File: src/inc/haptic_pkg.sv
package haptic_pkg;

    // Register offsets
    localparam logic [7:0] CAL_BEMF_OFFSET  = 8'h19;
    localparam logic [7:0] FB_CTRL_OFFSET   = 8'h1A;

    // Values after reset, and the value that unmapped offsets read back
    localparam logic [7:0] CAL_BEMF_RESET   = 8'h6D;
    localparam logic [7:0] FB_CTRL_RESET    = 8'h36;
    localparam logic [7:0] UNMAPPED_READ    = 8'h00;

    // Feedback control field positions
    localparam int ACT_TYPE_BIT             = 7;
    localparam int BRAKE_RATIO_LSB          = 4;
    localparam int LOOP_GAIN_LSB            = 2;
    localparam int AMP_GAIN_LSB             = 0;

    // Brake ratio code that turns braking off
    localparam logic [2:0] BRAKE_OFF_CODE   = 3'h7;

    // Back-EMF full scale and code span
    localparam int BEMF_FULL_SCALE_MV       = 1220;
    localparam int BEMF_CODE_SPAN           = 255;
    localparam int MV_FRAC_BITS             = 16;

    // mV per code scaled by 2^16, one per amplifier gain code
    // (1220 / 255 / gain) * 65536 for gains 0.33, 1.0, 1.8, 4.0
    localparam logic [19:0] MV_COEF_G0      = 20'hE7F78;
    localparam logic [19:0] MV_COEF_G1      = 20'h4C8C9;
    localparam logic [19:0] MV_COEF_G2      = 20'h2A870;
    localparam logic [19:0] MV_COEF_G3      = 20'h13232;

    // Default 7-bit bus address; value is arbitrary
    localparam logic [6:0] DEFAULT_DEV_ADDR = 7'h5A;

    // Serial slave sequencing
    typedef enum {
        SL_IDLE,
        SL_ADDR,
        SL_PTR,
        SL_WDATA,
        SL_RDATA,
        SL_RACK
    } slave_state_t;

endpackage

File: src/design/haptic_feedback_calibration_regs.sv
`timescale 1ns/10ps
`default_nettype none
module haptic_feedback_calibration_regs
    import haptic_pkg::*;
#(
    parameter logic [6:0] DEV_ADDR = DEFAULT_DEV_ADDR
) (
    // Clock and reset
    input  wire logic        clk,
    input  wire logic        rstn,
    // Serial bus pins
    input  wire logic        scl_i,
    input  wire logic        sda_i,
    output logic             sda_o,
    output logic             sda_oe,
    // Calibration engine results
    input  wire logic        cal_done,
    input  wire logic [7:0]  cal_bemf_level,
    input  wire logic [1:0]  cal_amp_gain,
    // Settings toward playback engine
    output logic             actuator_type_select,
    output logic [2:0]       brake_gain_ratio,
    output logic [1:0]       loop_gain,
    output logic [1:0]       backemf_amp_gain,
    output logic [7:0]       calibrated_backemf_level,
    // Derived closed-loop values
    output logic [9:0]       drive_fb_gain,
    output logic [14:0]      brake_fb_gain,
    output logic [11:0]      backemf_mv
);

    typedef struct packed {
        logic [7:0]  cal_bemf;
        logic [7:0]  fb_ctrl;
        logic [9:0]  drive;
        logic [14:0] brake;
        logic [11:0] mv;
    } bank_regs_t;

    bank_regs_t  q;
    bank_regs_t  d;
    logic        wr_en;
    logic [7:0]  wr_addr;
    logic [7:0]  wr_data;
    logic [7:0]  rd_addr;
    logic [7:0]  rd_data;
    logic [27:0] mv_prod;

    serial_reg_slave #(
        .DEV_ADDR (DEV_ADDR)
    ) u_slave (
        .clk     (clk),
        .rstn    (rstn),
        .scl_i   (scl_i),
        .sda_i   (sda_i),
        .sda_o   (sda_o),
        .sda_oe  (sda_oe),
        .wr_en   (wr_en),
        .wr_addr (wr_addr),
        .wr_data (wr_data),
        .rd_addr (rd_addr),
        .rd_data (rd_data)
    );

    // Ratio multiplier; 7 turns braking off
    function automatic logic [4:0] brake_mult(input logic [2:0] code);
        case (code)
            3'h0:    brake_mult = 5'h01;
            3'h1:    brake_mult = 5'h02;
            3'h2:    brake_mult = 5'h03;
            3'h3:    brake_mult = 5'h04;
            3'h4:    brake_mult = 5'h06;
            3'h5:    brake_mult = 5'h08;
            3'h6:    brake_mult = 5'h10;
            default: brake_mult = 5'h00;
        endcase
    endfunction

    function automatic logic [19:0] mv_coef(input logic [1:0] code);
        case (code)
            2'h0:    mv_coef = MV_COEF_G0;
            2'h1:    mv_coef = MV_COEF_G1;
            2'h2:    mv_coef = MV_COEF_G2;
            default: mv_coef = MV_COEF_G3;
        endcase
    endfunction

    // Unmapped offsets read as zero
    always_comb begin
        case (rd_addr)
            CAL_BEMF_OFFSET: rd_data = q.cal_bemf;
            FB_CTRL_OFFSET:  rd_data = q.fb_ctrl;
            default:         rd_data = UNMAPPED_READ;
        endcase
    end

    always_comb begin
        d = q;
        if (wr_en && wr_addr == CAL_BEMF_OFFSET) begin
            d.cal_bemf = wr_data;
        end
        if (wr_en && wr_addr == FB_CTRL_OFFSET) begin
            d.fb_ctrl = wr_data;
        end
        // calibration overwrite
        // Engine result wins a same-cycle host write: it is newer
        if (cal_done) begin
            d.cal_bemf = cal_bemf_level;
            d.fb_ctrl[AMP_GAIN_LSB +: 2] = cal_amp_gain;
        end
        // gain from level
        // Higher loop gain code scales the level harder
        d.drive = 10'(q.cal_bemf)
                  * (10'(q.fb_ctrl[LOOP_GAIN_LSB +: 2]) + 10'h001);
        d.brake = 15'(q.drive)
                  * 15'(brake_mult(q.fb_ctrl[BRAKE_RATIO_LSB +: 3]));
        // level in millivolts
        // Reciprocal table avoids a divider; LRA gain codes reuse it
        mv_prod = 28'(q.cal_bemf)
                  * 28'(mv_coef(q.fb_ctrl[AMP_GAIN_LSB +: 2]));
        d.mv = mv_prod[MV_FRAC_BITS +: 12];
    end

    always_ff @(posedge clk) begin
        if (!rstn) begin
            q <= '{cal_bemf: CAL_BEMF_RESET, fb_ctrl: FB_CTRL_RESET,
                   drive: 10'h000, brake: 15'h0000, mv: 12'h000};
        end else begin
            q <= d;
        end
    end

    assign actuator_type_select     = q.fb_ctrl[ACT_TYPE_BIT];
    assign brake_gain_ratio         = q.fb_ctrl[BRAKE_RATIO_LSB +: 3];
    assign loop_gain                = q.fb_ctrl[LOOP_GAIN_LSB +: 2];
    assign backemf_amp_gain         = q.fb_ctrl[AMP_GAIN_LSB +: 2];
    assign calibrated_backemf_level = q.cal_bemf;
    assign drive_fb_gain            = q.drive;
    assign brake_fb_gain            = q.brake;
    assign backemf_mv               = q.mv;

    chk_reset_values: assert property (
        @(posedge clk) $rose(rstn) |->
            calibrated_backemf_level == CAL_BEMF_RESET
            && actuator_type_select == 1'b0 && brake_gain_ratio == 3'h3)
        else $error("reset values wrong");

    chk_host_write: assert property (
        @(posedge clk) disable iff (!rstn)
        wr_en && wr_addr == CAL_BEMF_OFFSET && !cal_done |=>
            calibrated_backemf_level == $past(wr_data))
        else $error("level write lost");

    chk_type_bit: assert property (
        @(posedge clk) disable iff (!rstn)
        wr_en && wr_addr == FB_CTRL_OFFSET |=>
            actuator_type_select == $past(wr_data[7]))
        else $error("actuator type not taken");

    chk_ratio_field: assert property (
        @(posedge clk) disable iff (!rstn)
        wr_en && wr_addr == FB_CTRL_OFFSET |=>
            brake_gain_ratio == $past(wr_data[BRAKE_RATIO_LSB +: 3]))
        else $error("brake ratio not taken");

    chk_loop_field: assert property (
        @(posedge clk) disable iff (!rstn)
        wr_en && wr_addr == FB_CTRL_OFFSET |=>
            loop_gain == $past(wr_data[LOOP_GAIN_LSB +: 2]))
        else $error("loop gain not taken");

    chk_amp_field: assert property (
        @(posedge clk) disable iff (!rstn)
        wr_en && wr_addr == FB_CTRL_OFFSET && !cal_done |=>
            backemf_amp_gain == $past(wr_data[AMP_GAIN_LSB +: 2]))
        else $error("amp gain not taken");

    chk_cal_overwrite: assert property (
        @(posedge clk) disable iff (!rstn)
        cal_done |=> calibrated_backemf_level == $past(cal_bemf_level)
            && backemf_amp_gain == $past(cal_amp_gain))
        else $error("calibration result not stored");

    chk_drive_gain: assert property (
        @(posedge clk) disable iff (!rstn)
        $stable(calibrated_backemf_level) && $stable(loop_gain) |=>
            drive_fb_gain == 10'($past(calibrated_backemf_level))
                * (10'($past(loop_gain)) + 10'h001))
        else $error("drive gain not derived from level");

    chk_brake_off: assert property (
        @(posedge clk) disable iff (!rstn)
        brake_gain_ratio == BRAKE_OFF_CODE ##1
            brake_gain_ratio == BRAKE_OFF_CODE |-> brake_fb_gain == 15'h0000)
        else $error("braking not disabled");

    chk_brake_ratio: assert property (
        @(posedge clk) disable iff (!rstn)
        brake_gain_ratio == 3'h4 |=>
            brake_fb_gain == 15'($past(drive_fb_gain)) * 15'h0006)
        else $error("brake ratio 6x wrong");

    chk_unity_mv: assert property (
        @(posedge clk) disable iff (!rstn)
        calibrated_backemf_level == 8'hFF && backemf_amp_gain == 2'h1
            ##1 $stable(calibrated_backemf_level) && $stable(backemf_amp_gain)
            |-> backemf_mv inside {12'h4C3, 12'h4C4})
        else $error("full scale not 1.22 V");

    cov_host_write:  cover property (@(posedge clk) wr_en);
    cov_cal_done:    cover property (@(posedge clk) cal_done);
    cov_lra_braking: cover property (@(posedge clk)
        actuator_type_select && brake_gain_ratio == BRAKE_OFF_CODE);

endmodule
`default_nettype wire

File: src/design/serial_reg_slave.sv
`timescale 1ns/10ps
`default_nettype none
module serial_reg_slave
    import haptic_pkg::*;
#(
    parameter logic [6:0] DEV_ADDR = DEFAULT_DEV_ADDR
) (
    // Clock and reset
    input  wire logic       clk,
    input  wire logic       rstn,
    // Bus pins
    input  wire logic       scl_i,
    input  wire logic       sda_i,
    output logic            sda_o,
    output logic            sda_oe,
    // Register side
    output logic            wr_en,
    output logic [7:0]      wr_addr,
    output logic [7:0]      wr_data,
    output logic [7:0]      rd_addr,
    input  wire logic [7:0] rd_data
);

    // Reserved addresses refused at elaboration
    if (DEV_ADDR > 7'h77 || DEV_ADDR < 7'h08) begin : g_bad_addr
        $error("DEV_ADDR lies in a reserved range");
    end

    typedef struct packed {
        logic [2:0]   scl_sync;
        logic [2:0]   sda_sync;
        logic         scl_f;
        logic         sda_f;
        slave_state_t st;
        logic [3:0]   cnt;
        logic [7:0]   sh;
        logic [7:0]   ptr;
        logic         in_ack;
        logic         oe;
        logic         wr;
        logic [7:0]   waddr;
        logic [7:0]   wdata;
    } slave_regs_t;

    slave_regs_t q;
    slave_regs_t d;
    logic        rise;
    logic        fall;
    logic        start;
    logic        stop;

    always_comb begin
        d = q;
        d.wr = 1'b0;
        d.scl_sync = {q.scl_sync[1:0], scl_i};
        d.sda_sync = {q.sda_sync[1:0], sda_i};
        // Level accepted once second and third stage agree
        if (q.scl_sync[1] == q.scl_sync[2]) begin
            d.scl_f = q.scl_sync[2];
        end
        if (q.sda_sync[1] == q.sda_sync[2]) begin
            d.sda_f = q.sda_sync[2];
        end
        rise  = !q.scl_f && d.scl_f;
        fall  = q.scl_f && !d.scl_f;
        start = q.scl_f && d.scl_f && q.sda_f && !d.sda_f;
        stop  = q.scl_f && d.scl_f && !q.sda_f && d.sda_f;
        if (start) begin
            d.st = SL_ADDR;
            d.cnt = 4'h0;
            d.oe = 1'b0;
            d.in_ack = 1'b0;
        end else if (stop) begin
            d.st = SL_IDLE;
            d.oe = 1'b0;
            d.in_ack = 1'b0;
        end else begin
            case (q.st)
                SL_ADDR, SL_PTR, SL_WDATA: begin
                    if (rise && !q.in_ack) begin
                        d.sh = {q.sh[6:0], d.sda_f};
                        d.cnt = q.cnt + 4'h1;
                    end else if (fall && q.in_ack) begin
                        d.oe = 1'b0;
                        d.in_ack = 1'b0;
                        d.cnt = 4'h0;
                    end else if (fall && q.cnt == 4'h8) begin
                        d.oe = 1'b1;
                        d.in_ack = 1'b1;
                        if (q.st == SL_ADDR) begin
                            if (q.sh[7:1] != DEV_ADDR) begin
                                d.oe = 1'b0;
                                d.in_ack = 1'b0;
                                d.st = SL_IDLE;
                            end else if (q.sh[0]) begin
                                d.st = SL_RDATA;
                            end else begin
                                d.st = SL_PTR;
                            end
                        end else if (q.st == SL_PTR) begin
                            d.ptr = q.sh;
                            d.st = SL_WDATA;
                        end else begin
                            d.wr = 1'b1;
                            d.waddr = q.ptr;
                            d.wdata = q.sh;
                            d.ptr = q.ptr + 8'h01;
                        end
                    end
                end
                SL_RDATA: begin
                    if (fall && q.in_ack) begin
                        // Ack release and first data bit share one edge
                        d.sh = rd_data;
                        d.oe = !rd_data[7];
                        d.in_ack = 1'b0;
                        d.cnt = 4'h0;
                    end else if (rise) begin
                        d.cnt = q.cnt + 4'h1;
                    end else if (fall && q.cnt == 4'h8) begin
                        d.oe = 1'b0;
                        d.st = SL_RACK;
                    end else if (fall) begin
                        d.sh = {q.sh[6:0], 1'b0};
                        d.oe = !q.sh[6];
                    end
                end
                SL_RACK: begin
                    if (rise) begin
                        if (d.sda_f) begin
                            d.st = SL_IDLE;
                        end else begin
                            d.st = SL_RDATA;
                            d.in_ack = 1'b1;
                            d.ptr = q.ptr + 8'h01;
                        end
                    end
                end
                SL_IDLE: begin
                end
                default: begin
                    d.st = SL_IDLE;
                end
            endcase
        end
    end

    always_ff @(posedge clk) begin
        if (!rstn) begin
            q <= '{scl_sync: 3'h7, sda_sync: 3'h7, scl_f: 1'b1,
                   sda_f: 1'b1, st: SL_IDLE, cnt: 4'h0, sh: 8'h00,
                   ptr: 8'h00, in_ack: 1'b0, oe: 1'b0, wr: 1'b0,
                   waddr: 8'h00, wdata: 8'h00};
        end else begin
            q <= d;
        end
    end

    // Open drain: only ever pulls low
    assign sda_o   = 1'b0;
    assign sda_oe  = q.oe;
    assign wr_en   = q.wr;
    assign wr_addr = q.waddr;
    assign wr_data = q.wdata;
    assign rd_addr = q.ptr;

endmodule
`default_nettype wire

File: config.mk
export PLATFORM = sky130hd
export DESIGN_NAME = haptic_feedback_calibration_regs
export DESIGN_NICKNAME = d
export VERILOG_FILES = /design/src/inc/haptic_pkg.sv /design/src/design/haptic_feedback_calibration_regs.sv /design/src/design/serial_reg_slave.sv
export SDC_FILE = /design/constraint.sdc
export NUM_CORES = 1
export LEC_CHECK = 0
export BUFFER_PORTS_ARGS = -buffer_cell sky130_fd_sc_hd__clkbuf_2
export CAP_MARGIN = 30
export CORE_ASPECT_RATIO = 1.4
export CORE_MARGIN = 3
export CORE_UTILIZATION = 25
export CTS_BUF_LIST = sky130_fd_sc_hd__clkbuf_8
export CTS_CLUSTER_DIAMETER = 150
export DETAILED_ROUTE_END_ITERATION = 8
export HOLD_SLACK_MARGIN = 0.03
export PLACE_DENSITY = 0.43
export SETUP_SLACK_MARGIN = 0.02
export SYNTH_ARGS = -nofsm -noshare
export SYNTH_HDL_FRONTEND = slang
export SYNTH_SLANG_ARGS = --single-unit
File: constraint.sdc
create_clock -name clk -period 12.11 [get_ports clk]
set_input_delay 1.211 -clock clk [delete_from_list [all_inputs] [get_ports clk]]
set_output_delay 1.211 -clock clk [all_outputs]
set_load 0.02 [all_outputs]
==> flow_summary.yaml, run 1 <==
run_status:
  status: "complete, no violations"
yosys:
  yosysSeqAreaShare: 0.193
  synth_top_area_cell: "fa_1"
  synthesis.nets: 1455
  synth_most_common_cell: "inv_1"
  netlist.area_leader.share: 0.240
  syn_inst: 1217
  synth_adder_area_share: 0.352
  synth-edff-count: 0
  synth_common_cells: "inv_1 (212), fa_1 (128), dfxtp_1 (103)"
  synth_xor_area_frac: 0.0156
  synthMuxAreaShare: 0.0503
  ys_top_cells_by_area: "fa_1 (24%), dfxtp_1 (19%), ha_1 (11%)"
  synthSimpleGateAreaFrac: 0.185
  avgSynthCellArea_um2: 8.79
  synth_compound_area_frac: 0.112
  syn_area_mm2: 0.0107
  ys_warn_count: 0
  synth_top_family_by_area: "adder cells"
  synth-seq-cells: 103
  async_flop_share: 0
  netlist-cell-type-count: 72
  synth_flop_cell: "dfxtp_1"
routing:
  antenna_left: 0
  wl_per_cell_um: 16.2
  drt_iter0_drc: 313
  via_per_inst: 4.55
  drcViolationCount: 0
  first_pass_iters: 4
  finalWirelength_mm: 29.3
  vias: 8244
pwr:
  powerDensity_mw_per_mm2: 133
  p_leak_uw: 0.00571
  peakVddDrop_v: 0.000110
global_routing:
  antenna_found_initial: 1
  grt_overflow: 0
  grt_max_degree: 55
  grt_pass1_wl_mm: 46.7
  grt_pass1_vias: 8425
  grt_use_total: 0.131
critical_path:
  timing.critical_path.from: "backemf_amp_gain[1]"
  critPathTopFamily: "adder cells"
  critPathMaxFanout: 16
  crit_required_ps: 12460
  cp_cell_sequence: "ha_1, and2b_1, inv_1, nor2_1, nor2_1, a211oi_1, ha_1, or2_2, fa_1, fa_1, inv_1, fa_1, inv_1, ha_1, a211oi_1, o21ai_1, a32oi_1, o31ai_2, o41ai_1, mux2i_1"
  crit_slowest_cell: "fa_1"
  start_kind: "register"
  path_class: "register to register"
  setup.worst_path.end_class: "register"
  reg2reg_from: "backemf_amp_gain[1]"
  crit_buf_inv: 3
  max_stage_delay_ps: 570
  crit_arrival_ps: 6230
timing:
  fin_crit_sh: 0.486
  hold_viol_final: 0
  final-setup-viol-count: 0
  fin_tns_setup_ps: 0
  final.min_clock_period_ps: 5880
  relSlewSlack: 0.406
  grt_setup_unrepaired: "no"
  slew_viol_final: 0
  tightestPinTransition_ps: 889
  fin_skew_ps: 20.3
  max_freq_mhz: 170
final_layout:
  syn_to_final_growth_pct: 10.5
  final.fill_count: 4526
  drive_gt1_frac: 0.0878
  final_nets: 1497
  utilization: 0.280
clock_network:
  post_cts_buffers: 0
  htreeDepth: 3
  clkSinkCount: 103
  hold_buffers: 0
  cts_tree: "yes"
  cts_resized: 0
  clockRootBuffer: "clkbuf_8"
  numCtsBuffers: 9
  clk_latency_ps: 420
  cts_buffer_depth: 2
  path_clk_slew_ps: 130
floorplan:
  die_x_um: 181
  start_util: 0.254
  fp.coreArea_mm2: 0.0422
  num_rows: 89
  die_y_um: 251
  ios: 70
  die-area_mm2: 0.0454
worst_hold_path:
  holdCritPathClass: "register to register"
  min_from: "u_slave.d[77]"
run:
  cap_violations: 0
place:
  hpwlAfterDp_mm: 23.8
  numPortBuffers: 68
  gp_congestion: 0.819
==> kinds of logic after synthesis <==
kind of cell	after synthesis
AND/OR/NAND/NOR	380
buffers and inverters	258
adder cells (fa/ha/maj)	224
AO/OA/AOI/OAI	179
flip-flops	103
multiplexers	53
XOR/XNOR	19
other	1
==> report_power, final <==
group          leakage, uW  internal [uW]  switching (uW)
Combinational      0.00477            379             563
Sequential        0.000839            362            16.6
Clock             0.000109            100             146
==> metrics by stage <==
step | setup WS [ps] | instances | hold slack [ps] | instance area [um2] | total power (uW)
floorplan | 6690 | 1217 | 386 | 10700 | 1090
global placement | 6390 | 1792 | 412 | 11600 | 1340
detailed placement | 6270 | 1794 | 414 | 11600 | 1340
CTS | 6240 | 1810 | 445 | 11800 | 1600
global route | 5800 | 1811 | 461 | 11800 | 1730
finish | 6230 | 1811 | 436 | 11800 | 1570
==> final timing paths <==
path / depth (start not counted) / slack (ps) / end
max reg2reg: 20 / 6230 / backemf_mv[9]
min: 1 / 440 / u_slave.d[78]
min reg2reg: 1 / 440 / u_slave.d[78]
max: 20 / 6230 / backemf_mv[9]
==> layer usage <==
layer  GRT usage  routed length (um)
met1       0.152               12100
met2       0.250               16000
met3      0.0178                 788
met4      0.0323                 441
met5           0                   0
==> registers in the layout, summed over array words and instances (netlist names) <==
signal and cells:
u_slave.wr_addr 8, drive_fb_gain 10, brake_fb_gain 15, loop_gain 2
brake_gain_ratio 3, backemf_mv 12, u_slave.rd_addr 8, u_slave.wr_data 8
u_slave.q 20, u_slave.wr_en 1, u_slave.d 4, actuator_type_select 1
calibrated_backemf_level 8, backemf_amp_gain 2, u_slave.sda_oe 1
==> cell usage in the layout, fill, tap and decap left out, types with 9 or more instances in the layout <==
cell type,instances
inv_1,212
fa_1,128
dfxtp_1,103
ha_1,95
nand2_1,93
nor2_1,79
clkbuf_2,68
and2_1,57
o21ai_0,48
mux2i_1,47
nand2b_1,38
nor2b_1,32
a21oi_1,32
nor3_1,18
a21o_1,12
and3_1,11
xnor2_1,10
a211oi_1,10
o21a_1,10
xor2_1,9
clkbuf_8,9
==> final cells by class <==
| type | count | area [um2] | share of cell area |
|---|---|---|---|
| diodes | 1 | 2.50 | 0.000212 |
| clock buffers | 9 | 124 | 0.0105 |
| clock inverters | 7 | 88.8 | 0.00752 |
| inverters | 213 | 800 | 0.0677 |
| multi-input cells | 856 | 7650 | 0.647 |
| flip-flops and latches | 103 | 2060 | 0.174 |
| well taps | 546 | 683 | 0.0578 |
| repair buffers | 76 | 408 | 0.0345 |
(Power assumes the default switching activity.)
==> inputs of run 2 (changes only) <==
==> constraint.sdc (replaced) <==
create_clock -name clk -period 6.17 [get_ports clk]
set_input_delay 0.617 -clock clk [delete_from_list [all_inputs] [get_ports clk]]
set_output_delay 0.617 -clock clk [all_outputs]
set_load 0.02 [all_outputs]
==> run 2 against run 1 <==
Effect of this change: via count rose by 0.36%; fmax is 5.2% higher; sequential cell count unchanged; largest cell class unchanged; clock-buffer cell count grew 1; critical endpoint unchanged; cell count is 0.22% higher; largest power group unchanged; critical path depth decreased by 4.
==> flow_summary.yaml, run 2 (synthesis gave the netlist of run 1 again) <==
clock_network:
  numCtsBuffers: 9
  hold_buffers: 0
  clk_latency_ps: 420
  cts_tree: "yes"
  path_clk_slew_ps: 120
  post_cts_buffers: 0
  htreeDepth: 3
  clockRootBuffer: "clkbuf_8"
  clkSinkCount: 103
  cts_buffer_depth: 2
critical_path:
  reg2reg_from: "backemf_amp_gain[1]"
  start_kind: "register"
  r2r_cells: 16
  critPathMaxFanout: 17
  max_stage_delay_ps: 580
  cp_cell_sequence: "inv_1, ha_2, nor2b_1, fa_1, fa_1, fa_1, inv_1, fa_1, inv_1, ha_1, a2111oi_0, o21ai_1, a32oi_1, o31ai_2, o41ai_1, mux2i_1"
  r2r_setup_slack_ps: 580
  cpMostUsedCell: "fa_1"
  crit_required_ps: 6530
  crit_buf_inv: 3
  reg2reg_to: "backemf_mv[9]"
  setup.worst_path.end_class: "register"
  crit_arrival_ps: 5950
  crit_slowest_cell: "fa_1"
  critPathTopFamily: "adder cells"
  path_class: "register to register"
final_layout:
  register_area_mm2: 0.00206
  syn_to_final_growth_pct: 10.9
  final_nets: 1501
  largest_register_ffs: 20
  multi_input_comb_area_mm2: 0.00765
  max_flop_register: "u_slave.q"
  drive_gt1_frac: 0.0915
  mostFrequentLayoutCell: "inv_1"
  final_cell_mix: "inv_1 (212), fa_1 (128), dfxtp_1 (103), ha_1 (94), nand2_1 (93)"
  final.fill_count: 4509
floorplan:
  num_rows: 89
  start_util: 0.254
  die_x_um: 181
  die-area_mm2: 0.0454
  die_y_um: 251
  fp.coreArea_mm2: 0.0422
  ios: 70
routing:
  drcViolationCount: 0
  first_pass_iters: 4
  vias: 8274
  drt_iter0_drc: 275
  via_per_inst: 4.56
  finalWirelength_mm: 29.5
  wl_per_cell_um: 16.2
  antenna_left: 0
run:
  cap_violations: 0
timing:
  fin_ws_ps: 579
  tightestPinTransition_ps: 877
  hold_viol_final: 0
  relSlewSlack: 0.414
  fin_crit_sh: 0.906
  fin_tns_setup_ps: 0
  hold_ws_ps: 388
  grt_setup_unrepaired: "no"
  fin_skew_ps: 21.6
  final-setup-viol-count: 0
  slew_viol_final: 0
  max_freq_mhz: 179
  final.min_clock_period_ps: 5590
place:
  hpwlAfterDp_mm: 24.1
  dp_slack_ps: 442
  gp_congestion: 0.857
  numPortBuffers: 68
pwr:
  p_clk_frac: 0.166
  power_frac_seq: 0.237
  power.total_uw: 3120
  p_int_uw: 1700
  power.share.switching: 0.456
  p_sw_uw: 1420
  p_comb_frac: 0.597
  peakVddDrop_v: 0.000232
  p_leak_uw: 0.00574
  powerDensity_mw_per_mm2: 263
run_status:
  status: "complete, no violations"
worst_hold_path:
  min_from: "sda_i"
  hold_end: "u_slave.d[74]"
  holdCritPathClass: "primary input to register"
  whs_path_depth: 2
global_routing:
  antenna_found_initial: 1
  grt_overflow: 0
  grt_max_degree: 54
  grt_pass1_wl_mm: 47.3
  grt_use_total: 0.132
  grt_pass1_vias: 8718
-- run 2: cell types whose count changed in the layout (fill, tap and decap cells not counted), sizes merged --
cell      delta
inv          -2
clkinv       -1
bufinv       +1
buf          +4
clkinvlp     +1
clkbuf       +1
-- run 2: cell type report --
| class | count | area share |
|---|---|---|
| diodes | 1 | 0.000211 |
| clock buffers | 10 | 0.0116 |
| clock inverters | 6 | 0.00780 |
| inverters | 213 | 0.0674 |
| multi-input cells | 856 | 0.645 |
| flip-flops and latches | 103 | 0.174 |
| well taps | 546 | 0.0576 |
| repair buffers | 80 | 0.0369 |
-- run 2: per-stage QoR --
step / utilization / std cells / cell area, um2
floorplan: - / 1217 / 10700
global placement: 0.275 / 1796 / 11600
detailed placement: 0.276 / 1798 / 11600
CTS: 0.281 / 1814 / 11900
global route: 0.281 / 1815 / 11900
finish: 0.281 / 1815 / 11900
-- run 2: layer usage --
| metal | routed length (um) | up-vias | part of all wire | global-route usage |
|---|---|---|---|---|
| met3 | 805 | 33 | 0.027 | 0.0184 |
| met5 | 0 | - | 0 | 0 |
| li1 | - | 4031 | - | - |
| met4 | 755 | 0 | 0.026 | 0.0439 |
| met2 | 15700 | 116 | 0.53 | 0.249 |
| met1 | 12200 | 4094 | 0.41 | 0.152 |
-- run 2: what timing repair did --
action | 4_1_cts | 5_1_grt
gates resized for setup | 0 | 1
setup endpoints to repair | 0 | 1
endpoints found under the hold margin | 0 | 0
-- run 2: power groups by stage --
stage | logic [uW] | clock network, uW | registers (uW)
after floorplan | 1350 | 0 | 788
after global placement | 1880 | 0 | 757
after detailed placement | 1880 | 0 | 756
after CTS | 1900 | 553 | 742
after global routing | 2160 | 569 | 746
final | 1870 | 518 | 740
-- run 2: worst max path at each step --
| stage | from | end | depth (start not counted) |
|---|---|---|---|
| after detailed placement | backemf_amp_gain[1] | backemf_mv[11] | 17 |
| final | backemf_amp_gain[1] | backemf_mv[9] | 16 |
| after global placement | backemf_amp_gain[1] | backemf_mv[11] | 17 |
| after CTS | backemf_amp_gain[1] | backemf_mv[9] | 16 |
| after global routing | backemf_amp_gain[1] | backemf_mv[9] | 16 |
| after floorplan | backemf_amp_gain[1] | backemf_mv[11] | 17 |
